===== src/core/tps_pkg.sv =====
// package for the trip path supervision block
package tps_pkg;
    // ==================================================
    // register map (byte addresses)
    localparam logic [11:0] ADDR_CTRL = 12'h000;
    localparam logic [11:0] ADDR_DELAY = 12'h004;
    localparam logic [11:0] ADDR_STATUS = 12'h008;
    localparam logic [11:0] ADDR_IRQ_STAT = 12'h00C;
    localparam logic [11:0] ADDR_IRQ_MASK = 12'h010;
    // ==================================================
    // field positions and reset values
    localparam int CTRL_ON_BIT = 0;
    localparam int CTRL_MODE_LSB = 8;
    localparam logic [31:0] CTRL_RESET = 32'h0000_0000;
    localparam logic [4:0] DELAY_MIN_S = 5'h01;
    localparam logic [4:0] DELAY_MAX_S = 5'h1E;
    localparam logic [4:0] DELAY_RESET_S = 5'h02;
    // ==================================================
    // timing
    localparam int CLK_HZ = 20_000_000;
    localparam int SAMPLE_MS = 500;
    localparam int SAMPLE_CYCLES = CLK_HZ / 1000 * SAMPLE_MS;
    localparam int ABN_SAMPLES = 3;
    localparam int SAMPLES_PER_S = 1000 / SAMPLE_MS;
    // ==================================================
    // per-circuit decode of the sense pair
    typedef struct packed {
        logic first_sense_input;
        logic second_sense_input;
    } tps_sense_type;
    typedef enum logic [3:0] {
        TPS_CLOSED = 4'h1,
        TPS_OPEN = 4'h2,
        TPS_TRIPPED = 4'h4,
        TPS_DISTURB = 4'h8
    } tps_state_type;
endpackage


===== src/core/tps_top.sv =====
// trip path supervision: sense decode, debounce, alarms, APB registers
// How it works
// - each circuit selects one or two sense inputs, with matching evaluation
// - sense routing not matching the mode raises a per-circuit routing fault
// - one independent supervision instance per breaker pole
// - two inputs decode to closed, open, tripped or disturbance
// - only both inputs low counts as abnormal
// - both inputs sampled every 500 ms
// - failure alarm after three consecutive abnormal samples
// - alarm clears automatically after the same time of normal samples
// - one input: high is intact, low expected only while trip contact closed
// - one input continuously low reports a failure
// - evaluation and alarms suspended during a system fault
// - a momentary low on the single input raises no alarm
// - single input alarm delayed by the configurable alarm delay
// - two inputs also decode breaker position via auxiliary contact; status shows circuit 0 only
// - alarm delay ranges 1 to 30 s, default 2 s
// - global on/off defaults off; off asserts a status output
// - inputs per circuit selects one or two, default two
`timescale 1ns/1ns
module tps_top #(
    parameter int CIRCUITS = 3,
    parameter int SAMPLE_CYCLES = tps_pkg::SAMPLE_CYCLES
) (
    input wire logic clk_i,
    input wire logic reset_i,
    input wire logic psel_i,
    input wire logic penable_i,
    input wire logic pwrite_i,
    input wire logic [11:0] paddr_i,
    input wire logic [31:0] pwdata_i,
    output logic [31:0] prdata_o,
    output logic pready_o,
    output logic pslverr_o,
    input wire tps_pkg::tps_sense_type [CIRCUITS-1:0] sense_i,
    input wire logic [CIRCUITS-1:0] first_routed_i,
    input wire logic [CIRCUITS-1:0] second_routed_i,
    input wire logic system_fault_i,
    output logic [CIRCUITS-1:0] trip_fail_o,
    output logic [CIRCUITS-1:0] routing_fault_alarm_o,
    output logic supervision_off_o,
    output logic irq_o
);
    localparam int CW = 7;
    localparam int LAST = CIRCUITS - 1;
    // ==================================================
    // input synchronisers
    logic [CIRCUITS-1:0] s1a, s2a, s1b, s2b;
    logic flt_a, flt_b;
    // routing pins are static in use but still asynchronous
    logic [CIRCUITS-1:0] r1a, r1b, r2a, r2b;
    always_ff @(posedge clk_i) begin
        for (int i = 0; i < CIRCUITS; i++) begin
            s1a[i] <= sense_i[i].first_sense_input;
            s2a[i] <= sense_i[i].second_sense_input;
        end
        s1b <= s1a;
        s2b <= s2a;
        flt_a <= system_fault_i;
        flt_b <= flt_a;
        r1a <= first_routed_i;
        r1b <= r1a;
        r2a <= second_routed_i;
        r2b <= r2a;
    end
    // ==================================================
    // registers
    logic supervision_on_off;
    logic [CIRCUITS-1:0] inputs_per_circuit;
    logic [4:0] alarm_delay_s;
    logic [2:0] irq_stat;
    logic [2:0] irq_mask;
    wire wr_en = psel_i & penable_i & pwrite_i;
    wire hit_ctrl = paddr_i == tps_pkg::ADDR_CTRL;
    wire hit_delay = paddr_i == tps_pkg::ADDR_DELAY;
    wire hit_status = paddr_i == tps_pkg::ADDR_STATUS;
    wire hit_stat = paddr_i == tps_pkg::ADDR_IRQ_STAT;
    wire hit_mask = paddr_i == tps_pkg::ADDR_IRQ_MASK;
    wire hit_any = hit_ctrl | hit_delay | hit_status | hit_stat | hit_mask;
    wire [4:0] wr_delay = pwdata_i[4:0];
    wire [4:0] next_delay = (wr_delay < tps_pkg::DELAY_MIN_S) ? tps_pkg::DELAY_MIN_S :
        (wr_delay > tps_pkg::DELAY_MAX_S) ? tps_pkg::DELAY_MAX_S : wr_delay;
    // ==================================================
    // sample tick
    // divider restarts on reset, so the first sample lands one interval later
    logic [$clog2(SAMPLE_CYCLES)-1:0] tick_cnt;
    logic tick;
    always_ff @(posedge clk_i) begin
        if (reset_i) begin
            tick_cnt <= '0;
            tick <= 1'b0;
        end else if (tick_cnt == ($clog2(SAMPLE_CYCLES))'(SAMPLE_CYCLES - 1)) begin
            tick_cnt <= '0;
            tick <= 1'b1;
        end else begin
            tick_cnt <= tick_cnt + 1'b1;
            tick <= 1'b0;
        end
    end
    // ==================================================
    // per-circuit supervision
    logic [CIRCUITS-1:0] fail;
    logic [CIRCUITS-1:0] route_bad;
    logic [CIRCUITS-1:0] fail_rise, route_rise;
    tps_pkg::tps_state_type pos_state [CIRCUITS];
    wire active = supervision_on_off & ~flt_b;
    // one-input delay counted in samples, so it moves in 500 ms steps
    wire [CW-1:0] one_limit = CW'(alarm_delay_s) * CW'(tps_pkg::SAMPLES_PER_S);
    function automatic tps_pkg::tps_state_type decode(input logic a, input logic b);
        case ({a, b})
            2'b10: decode = tps_pkg::TPS_CLOSED;
            2'b11: decode = tps_pkg::TPS_OPEN;
            2'b01: decode = tps_pkg::TPS_TRIPPED;
            default: decode = tps_pkg::TPS_DISTURB;
        endcase
    endfunction
    genvar g;
    for (g = 0; g < CIRCUITS; g++) begin : g_circ
        logic [CW-1:0] bad_cnt, good_cnt;
        // mode select, two is bit zero
        wire two = ~inputs_per_circuit[g];
        // decode pair; second input reflects auxiliary contact
        wire tps_pkg::tps_state_type st = decode(s1b[g], s2b[g]);
        // only both-low abnormal; single input low abnormal
        wire abn = two ? (st == tps_pkg::TPS_DISTURB) : ~s1b[g];
        wire [CW-1:0] lim = two ? CW'(tps_pkg::ABN_SAMPLES) : one_limit;
        wire rbad = ~r1b[g] | (two & ~r2b[g]);
        always_ff @(posedge clk_i) begin
            if (reset_i) begin
                bad_cnt <= '0;
                good_cnt <= '0;
                fail[g] <= 1'b0;
                route_bad[g] <= 1'b0;
                pos_state[g] <= tps_pkg::TPS_OPEN;
            end else begin
                // routing judged only while supervision is on
                route_bad[g] <= rbad & supervision_on_off;
                // a fault only freezes the alarm; off or bad routing drops it
                // hold evaluation during faults
                if (!active || rbad) begin
                    bad_cnt <= '0;
                    good_cnt <= '0;
                    if (!supervision_on_off || rbad)
                        fail[g] <= 1'b0;
                end else if (tick) begin
                    pos_state[g] <= st;
                    if (abn) begin
                        good_cnt <= '0;
                        if (bad_cnt < lim)
                            bad_cnt <= bad_cnt + 1'b1;
                        if (bad_cnt + 1'b1 >= lim)
                            fail[g] <= 1'b1;
                    end else begin
                        bad_cnt <= '0;
                        if (good_cnt < lim)
                            good_cnt <= good_cnt + 1'b1;
                        if (good_cnt + 1'b1 >= lim)
                            fail[g] <= 1'b0;
                    end
                end
            end
        end
    end
    // ==================================================
    // outputs, interrupt status and APB
    logic [CIRCUITS-1:0] fail_q, route_q;
    assign fail_rise = fail & ~fail_q;
    assign route_rise = route_bad & ~route_q;
    // off event fires once, on the cycle after switch-off
    wire [2:0] ev = {~supervision_on_off & ~supervision_off_o, |route_rise, |fail_rise};
    logic [31:0] rdata;
    always_comb begin
        rdata = 32'h0000_0000;
        if (hit_ctrl) begin
            rdata[tps_pkg::CTRL_ON_BIT] = supervision_on_off;
            rdata[tps_pkg::CTRL_MODE_LSB +: CIRCUITS] = inputs_per_circuit;
        end else if (hit_delay) begin
            rdata[4:0] = alarm_delay_s;
        end else if (hit_status) begin
            rdata[CIRCUITS-1:0] = fail;
            rdata[8 +: CIRCUITS] = route_bad;
            rdata[16] = ~supervision_on_off;
            rdata[17] = flt_b;
            rdata[24 +: 4] = pos_state[0];
        end else if (hit_stat) begin
            rdata[2:0] = irq_stat;
        end else if (hit_mask) begin
            rdata[2:0] = irq_mask;
        end
    end
    always_ff @(posedge clk_i) begin
        if (reset_i) begin
            supervision_on_off <= tps_pkg::CTRL_RESET[tps_pkg::CTRL_ON_BIT];
            inputs_per_circuit <= '0;
            alarm_delay_s <= tps_pkg::DELAY_RESET_S;
            irq_stat <= 3'h0;
            irq_mask <= 3'h0;
            fail_q <= '0;
            route_q <= '0;
            prdata_o <= 32'h0000_0000;
            pready_o <= 1'b0;
            pslverr_o <= 1'b0;
            trip_fail_o <= '0;
            routing_fault_alarm_o <= '0;
            supervision_off_o <= 1'b1;
            irq_o <= 1'b0;
        end else begin
            fail_q <= fail;
            route_q <= route_bad;
            trip_fail_o <= fail;
            routing_fault_alarm_o <= route_bad;
            supervision_off_o <= ~supervision_on_off;
            // level interrupt, one cycle behind its status
            irq_o <= |(irq_stat & irq_mask);
            // zero-wait slave: answers in the first access cycle
            pready_o <= psel_i & ~pready_o;
            pslverr_o <= psel_i & ~pready_o & ~hit_any;
            prdata_o <= rdata;
            if (wr_en && pready_o && hit_ctrl) begin
                supervision_on_off <= pwdata_i[tps_pkg::CTRL_ON_BIT];
                inputs_per_circuit <= pwdata_i[tps_pkg::CTRL_MODE_LSB +: CIRCUITS];
            end
            if (wr_en && pready_o && hit_delay)
                alarm_delay_s <= next_delay;
            if (wr_en && pready_o && hit_mask)
                irq_mask <= pwdata_i[2:0];
            // set wins over write-one-to-clear
            irq_stat <= (irq_stat & ~((wr_en && pready_o && hit_stat) ? pwdata_i[2:0] : 3'h0))
                | ev;
        end
    end
    // ==================================================
    // checks
    property p_off_status;
        @(posedge clk_i) disable iff (reset_i)
        !supervision_on_off |=> supervision_off_o;
    endproperty
    a_off_status: assert property (p_off_status) else $error("off status missing");
    property p_fault_hold;
        @(posedge clk_i) disable iff (reset_i)
        flt_b && supervision_on_off |=> $stable(fail);
    endproperty
    a_fault_hold: assert property (p_fault_hold) else $error("fail moved in fault");
    property p_two_count;
        @(posedge clk_i) disable iff (reset_i)
        active && tick && !inputs_per_circuit[0] && !g_circ[0].rbad &&
        g_circ[0].bad_cnt == 7'd2 && g_circ[0].abn |=> fail[0];
    endproperty
    a_two_count: assert property (p_two_count) else $error("no alarm after three");
    property p_healthy_reset;
        @(posedge clk_i) disable iff (reset_i)
        active && tick && !g_circ[0].rbad && !g_circ[0].abn |=> g_circ[0].bad_cnt == 7'd0;
    endproperty
    a_healthy_reset: assert property (p_healthy_reset) else $error("count not cleared");
    property p_delay_range;
        @(posedge clk_i) disable iff (reset_i)
        alarm_delay_s >= 5'd1 && alarm_delay_s <= 5'd30;
    endproperty
    a_delay_range: assert property (p_delay_range) else $error("delay out of range");
    property p_route;
        @(posedge clk_i) disable iff (reset_i)
        supervision_on_off && !r1b[0] |=> route_bad[0];
    endproperty
    a_route: assert property (p_route) else $error("routing fault missing");
    property p_tick;
        @(posedge clk_i) disable iff (reset_i)
        tick |=> !tick;
    endproperty
    a_tick: assert property (p_tick) else $error("tick too long");
    property p_abn_two;
        @(posedge clk_i) disable iff (reset_i)
        !inputs_per_circuit[0] && (s1b[0] || s2b[0]) |-> !g_circ[0].abn;
    endproperty
    a_abn_two: assert property (p_abn_two) else $error("healthy seen abnormal");
    // output registers follow their internal sources by one cycle
    property p_fail_out;
        @(posedge clk_i) disable iff (reset_i)
        1'b1 |=> trip_fail_o == $past(fail);
    endproperty
    a_fail_out: assert property (p_fail_out) else $error("alarm output wrong");
    property p_route_out;
        @(posedge clk_i) disable iff (reset_i)
        1'b1 |=> routing_fault_alarm_o == $past(route_bad);
    endproperty
    a_route_out: assert property (p_route_out) else $error("routing output wrong");
    property p_route_clear;
        @(posedge clk_i) disable iff (reset_i)
        supervision_on_off && !g_circ[0].rbad |=> !route_bad[0];
    endproperty
    a_route_clear: assert property (p_route_clear) else $error("routing fault stuck");
    property p_off_clears;
        @(posedge clk_i) disable iff (reset_i)
        !supervision_on_off |=> fail == '0;
    endproperty
    a_off_clears: assert property (p_off_clears) else $error("alarm while off");
    property p_off_route;
        @(posedge clk_i) disable iff (reset_i)
        !supervision_on_off |=> route_bad == '0;
    endproperty
    a_off_route: assert property (p_off_route) else $error("routing fault while off");
    property p_fault_count;
        @(posedge clk_i) disable iff (reset_i)
        flt_b |=> g_circ[0].bad_cnt == 7'd0 && g_circ[0].good_cnt == 7'd0;
    endproperty
    a_fault_count: assert property (p_fault_count) else $error("counted in fault");
    property p_two_clear;
        @(posedge clk_i) disable iff (reset_i)
        active && tick && !inputs_per_circuit[0] && !g_circ[0].rbad && !g_circ[0].abn &&
        g_circ[0].good_cnt == 7'd2 |=> !fail[0];
    endproperty
    a_two_clear: assert property (p_two_clear) else $error("alarm not cleared");
    property p_two_good_reset;
        @(posedge clk_i) disable iff (reset_i)
        active && tick && !g_circ[0].rbad && g_circ[0].abn |=> g_circ[0].good_cnt == 7'd0;
    endproperty
    a_two_good_reset: assert property (p_two_good_reset) else $error("good count kept");
    property p_one_count;
        @(posedge clk_i) disable iff (reset_i)
        active && tick && inputs_per_circuit[LAST] && !g_circ[LAST].rbad && g_circ[LAST].abn &&
        g_circ[LAST].bad_cnt == one_limit - 7'd1 |=> fail[LAST];
    endproperty
    a_one_count: assert property (p_one_count) else $error("no alarm after delay");
    property p_one_quiet;
        @(posedge clk_i) disable iff (reset_i)
        inputs_per_circuit[LAST] && !fail[LAST] && g_circ[LAST].bad_cnt == 7'd0 |=> !fail[LAST];
    endproperty
    a_one_quiet: assert property (p_one_quiet) else $error("alarm on momentary low");
    property p_one_low;
        @(posedge clk_i) disable iff (reset_i)
        inputs_per_circuit[LAST] && !s1b[LAST] |-> g_circ[LAST].abn;
    endproperty
    a_one_low: assert property (p_one_low) else $error("low input not abnormal");
    property p_one_high;
        @(posedge clk_i) disable iff (reset_i)
        inputs_per_circuit[LAST] && s1b[LAST] |-> !g_circ[LAST].abn;
    endproperty
    a_one_high: assert property (p_one_high) else $error("high input abnormal");
endmodule // tps_top


===== config.mk =====
export PLATFORM = sky130hd
export DESIGN_NAME = tps_top
export DESIGN_NICKNAME = d
export VERILOG_FILES = /design/src/core/tps_pkg.sv /design/src/core/tps_top.sv
export SDC_FILE = /design/constraint.sdc
export NUM_CORES = 1
export LEC_CHECK = 0
export BUFFER_PORTS_ARGS = -buffer_cell sky130_fd_sc_hd__buf_2
export CORE_MARGIN = 3
export CORE_UTILIZATION = 30
export CTS_BUF_LIST = sky130_fd_sc_hd__clkbuf_16
export DETAILED_ROUTE_END_ITERATION = 7
export HOLD_SLACK_MARGIN = 0.15
export SLEW_MARGIN = 20
export SYNTH_ARGS = -nofsm -noshare
export SYNTH_HDL_FRONTEND = slang
export SYNTH_SLANG_ARGS = --single-unit

===== constraint.sdc =====
create_clock -name clk_i -period 2.75 [get_ports clk_i]
set_clock_uncertainty 0.1 [all_clocks]
set_input_delay 0.55 -clock clk_i [delete_from_list [all_inputs] [get_ports clk_i]]
set_output_delay 0.55 -clock clk_i [all_outputs]
set_load 0.02 [all_outputs]

Word level (Yosys, flattened, before mapping) --
Memory sizes are Yosys's and may differ from the RTL's. A register that Yosys moved wholly into a read port is not among the register bits. Cells that the tools add are included.
Word-level totals: bits in registers 156, latch bits 0, bits in writable memories 12, ROM bits 0, input port bits 62, output and inout bits 42, logic and storage cells 245, memories 1
Cells by class: $add $sub $neg 7, $mul 0, divide/modulo/power cells 0, magnitude comparators 14, eq/ne operators 26, shifts and indexed selects 0, mux-type cells 66, bitwise logic cells 49, reductions and logical operators 42
Memory list:
- pos_state | depth 3, bits a word 4, read ports 1, clocked after memory_dff 1, wr ports 3, RTL line tps_top.sv:105 | tps_pkg::tps_state_type pos_state [CIRCUITS];
Operators by type and width (number):
- 7-bit two-way mux | 12
- 7-bit by 1-bit adder with 7-bit output (second input constant) | 6
- 7-bit by 6-bit greater-or-equal comparator with 1-bit output | 6
- 7-bit by 6-bit < comparator with 1-bit output | 6
- 4-bit one-hot mux with 3 select lines | 3
- 1-bit two-way mux | 35
- 24-bit by 1-bit adder with 24-bit output (second input constant) | 1
- 12-bit by 4-bit == test with 1-bit output (second input constant) | 2
- 24-bit == test (second input constant) | 1
- 3-bit two-way mux | 8
- 1-bit NOT | 19
- 6-bit two-way mux | 3
- 1-bit AND | 12
- 3-bit AND | 4
- 12-bit by 3-bit == test with 1-bit output (second input constant) | 1
- 12-bit by 5-bit == test with 1-bit output (second input constant) | 1
- 2-bit == test (second input constant) | 6
- 4-bit == test (second input constant) | 3
- 12-bit logical NOT | 1
- 4-bit two-way mux | 3
- 2-bit by 1-bit != test with 1-bit output (second input constant) | 6
- 2-bit AND reduction | 6
- 4-bit AND reduction | 3
- 2-bit nonzero test | 6
- other kinds (15) | 50

Longest topological paths before layout --
depth in word-level cells 8, gate-level depth with buffers 11, depth with buffers taken out 9

Least setup slack after synthesis --
No wires, ideal clock.
path type register -> register, start reg inputs_per_circuit[2], end reg g_circ[2].good_cnt[4], setup time 0.117 ns, arrival 2.474 ns, required time 2.533 ns, setup slack 0.058 ns, cell stages (with the launch flop) 11, path buffers 1, clock period less this slack 2.692 ns, path through dfxtp_1 clkbuf_1 inv_1 nor2_1 ha_1 nor2b_1 o21a_1 o21a_1 o31ai_2 o21ai_0 a32o_1
Between the ends: word-level cells in the longest chain between the ends 5, elaborated cells on any way between the ends 11, classes of those cells order compare (1); mux (3); bitwise (3); reduce/logical (4)
Ends and longest elaborated chain:
- start: declaration | RTL line tps_top.sv:69 | logic [CIRCUITS-1:0] inputs_per_circuit;
- start signal: assignment | RTL line tps_top.sv:221 | inputs_per_circuit <= pwdata_i[tps_pkg::CTRL_MODE_LSB +: CIRCUITS];
- parallel branches: the longest is 5 deep, another holds 7-bit by 6-bit < comparator with 1-bit output
- end signal: assignment | RTL line tps_top.sv:156 | good_cnt <= good_cnt + 1'b1;
- end: declaration | RTL line tps_top.sv:119 | logic [CW-1:0] bad_cnt, good_cnt;
Parallel ways; which one is timed is not known. A chain may end at the register's enable or synchronous reset.

Worst setup path after layout --
start reg alarm_delay_s[4], end reg g_circ[0].good_cnt[0]
Between the ends: word-level cells in the longest chain between the ends 4
Ends and longest elaborated chain:
- start: declaration | RTL line tps_top.sv:70 | logic [4:0] alarm_delay_s;
- start signal: assignment | RTL line tps_top.sv:195 | alarm_delay_s <= tps_pkg::DELAY_RESET_S;
- start signal: assignment | RTL line tps_top.sv:224 | alarm_delay_s <= next_delay;
- 6-bit two-way mux | RTL line tps_top.sv:126 | wire [CW-1:0] lim = two ? CW'(tps_pkg::ABN_SAMPLES) : one_limit;
- 7-bit by 6-bit < comparator with 1-bit output | RTL line tps_top.sv:155 | if (good_cnt < lim)
- 2-bit nonzero test (no source line)
- 2-bit AND reduction (no source line)
- end signal: assignment | RTL line tps_top.sv:156
- end: declaration | RTL line tps_top.sv:119
No other way between the ends.

==> impl_metrics.toml <==
[floorplanning]
io_pins = 104
row_count = 57
die_w_um = 164.9
dieArea_um2 = 27180
die_h_um = 164.9
core-area_um2 = 24530
initial_core_util_pct = 30.86

[placed_design]
port_buffers = 61
routabilityCongestion = 0.8263
place_area_um2 = 8403
dp.final_hpwl_um = 13890
post-place-ws_ps = 145.6

[worst_setup_path]
critPathLaunchType = "register"
crit_type = "reg2reg"
cp.arrival_ps = 2770
critPathMaxFanout = 6
worstSetupEndpointType = "register"
crit_required_ps = 2970

[grt]
grt.total_usage_pct = 14.45
overflow = 0
antenna_found_initial = 0
grt_max_degree = 26
grt_pass1_wl_um = 30840
grt_pass1_vias = 5936

[clocking]
clkLatencyLatePin_ps = 430
clkTransAtPathRegs_ps = 60
clockBufferDepth = 2
clkSinkCount = 142
post_cts_buffers = 0
htree_num_levels = 4
cts_made_buffers = 17
root_buffer = "clkbuf_16"
cts_tree = "built"

[sta]
final_hold_viol_count = 0
finalCritPeriodShare_pct = 92.96
fmax_mhz = 391.2
slew_headroom_pct = 56.45
fin_setup_tns_ps = 0
worst_pin_slew_ps = 647.2
whs_ps = 227.4
drv_slew = 0
setup_viol = 0
period_minus_slack_ps = 2556
rsz0062_at_grt = "no"
setup_ws_ps = 193.6

[power]
p_switching_mw = 1.074
comb_power_share_pct = 3.3
clkPwrFrac_pct = 50.6
p_int_mw = 3.500
switching_share_pct = 23.48
sequentialPowerShare_pct = 46.1
power_density_nw_per_um2 = 501.3
peakVddDrop_mv = 0.3692
power_leakage_nw = 3.693

[synthesis]
yosys.area.top_type_share_pct = 36.49
synth_area_um2 = 7571
synth_top_cell_by_area = "dfxtp_1"
synth_flop_cell = "dfxtp_1"
synth_cell_types = 64
syn_area_per_cell_um2 = 9.122
synth.top_cells.by_count = "dfxtp_1 (138), nor2_1 (94), ha_1 (79), nand2_1 (56), nand3_1 (35)"
syn_inst = 830
synthArstFlopShare_pct = 0
ys_seq_elements = 142
yosysSeqAreaShare_pct = 38.08
ys_top_cells_by_area = "dfxtp_1 (36%), ha_1 (13%), nor2_1 (4.7%)"
synth_edf_count = 4
yosysWarningCount = 0
synth.most_common_cell = "dfxtp_1"

[worst_hold_path]
hold_path.class = "reg2reg"

[final_layout]
num-nets-final = 1076
drive_gt1_share_pct = 16.05
num_antenna_cells = 0
final_area_um2 = 9124
area_growth_pct = 20.51

[drt]
wl_per_cell_um = 14.81
antenna_left = 0
drc_errors = 0
via_per_inst = 4.912
wl_um = 18830
drt_pass1_iterations = 5
vias = 6243
drt_iter0_drc = 411

[flow_run]
drv_cap = 0

[outcome]
status = "finished, final reports clean"
## registers in the layout, indices dropped and copies added (netlist names), 3 cells and up
name	cells
tick_cnt	24
g_circ.bad_cnt	21
g_circ.good_cnt	21
prdata_o	14
alarm_delay_s	5
pos_state	4
fail	3
fail_q	3
inputs_per_circuit	3
irq_mask	3
irq_stat	3
r1a	3
r1b	3
r2a	3
r2b	3
route_bad	3
route_q	3
s1a	3
s1b	3
s2a	3
s2b	3
## layer usage
metal	track usage (%)	routed length [µm]	share of wire, %	vias to the layer above
li1	-	-	-	3163
met1	19.63	9188	49	2936
met2	22.92	8574	46	129
met3	3.486	833	4.4	15
met4	3.927	231	1.2	0
met5	0	0	0	-
## kinds of logic after synthesis
logic type	Yosys count	synth area share, %
adders and majority gates	79	13.06
and+or+nand+nor	322	21.91
other	1	0.04953
xor gates and xnor gates	47	5.437
muxes	28	3.867
AOI/OAI and AO/OA	139	13.04
DFF	142	38.08
buffers and inverters	72	4.561
## power by group through the flow
stage,Clock (mW),Sequential [mW],Combinational [mW]
after floorplan,0,2.15,0.0955
after global placement,0,2.15,0.137
after detailed placement,0,2.15,0.137
after CTS,2.37,2.11,0.152
after global routing,2.47,2.11,0.168
final,2.31,2.11,0.152
## worst paths after layout
| path | startpoint | endpoint | slack (ps) | cells after the start |
|---|---|---|---|---|
| setup / recovery | alarm_delay_s[4]$_SDFFE_PP0P_ | g_circ[0].good_cnt[0]$_SDFFE_PP0P_ | 190 | 7 |
| hold / removal | flt_a$_DFF_P_ | flt_b$_DFF_P_ | 230 | 0 |
| setup reg to reg | alarm_delay_s[4]$_SDFFE_PP0P_ | g_circ[0].good_cnt[0]$_SDFFE_PP0P_ | 190 | 7 |
| hold reg to reg | flt_a$_DFF_P_ | flt_b$_DFF_P_ | 230 | 0 |
## cell type report
type	instances	area, µm²
repair buffers	113	728.2
fillers	2513	15410
inverters	28	105.1
clock buffers	17	425.4
flip-flops and latches	142	2883
well taps	324	405.4
clock inverters	14	155.1
multi-input cells	633	4422
## stage by stage
| step | power [mW] | instances | utilization, % |
|---|---|---|---|
| after global routing | 4.745 | 1271 | 37.19 |
| final | 4.574 | 1271 | 37.19 |
| after detailed placement | 2.291 | 1227 | 34.25 |
| after CTS | 4.625 | 1271 | 37.15 |
| after global placement | 2.290 | 1227 | 34.25 |
| after floorplan | 2.246 | 847 | - |
## cell usage in the layout, fill, tap and decap left out, types with 5 or more instances in the layout
cell type	synthesis	routed
nor4b_1	5	5
and3_1	22	22
dfxtp_1	138	138
or3_1	5	5
ha_1	79	79
inv_6	0	5
xor2_1	22	22
dlygate4sd3_1	0	13
and2_1	11	11
a21oi_1	24	24
nor3_1	18	18
conb_1	1	18
nor2b_1	16	16
clkbuf_16	0	17
nand3_1	35	35
nor3b_1	9	9
nor2_1	94	92
nand4_1	7	7
mux2i_1	27	27
xnor2_1	25	25
buf_4	18	39
nor4_1	16	16
nand2_1	56	56
a32o_1	21	20
a21o_1	8	8
buf_2	0	61
o21ai_0	30	30
inv_1	27	27
o21a_1	17	17
## worst max-delay path: stages (launching register included)
cell	delay, ps
dfxtp_1	490
nand2_1	130
ha_1	210
or4b_2	670
o31ai_2	400
buf_4	200
nor3_1	40
a31o_2	220
## timing repair
action,in CTS,in global routing
endpoints found under the hold margin,13,0
hold buffers,13,0
gates resized for setup,0,4
endpoints found under the setup margin,0,17
No activity file was read; power rests on OpenSTA's default activity.
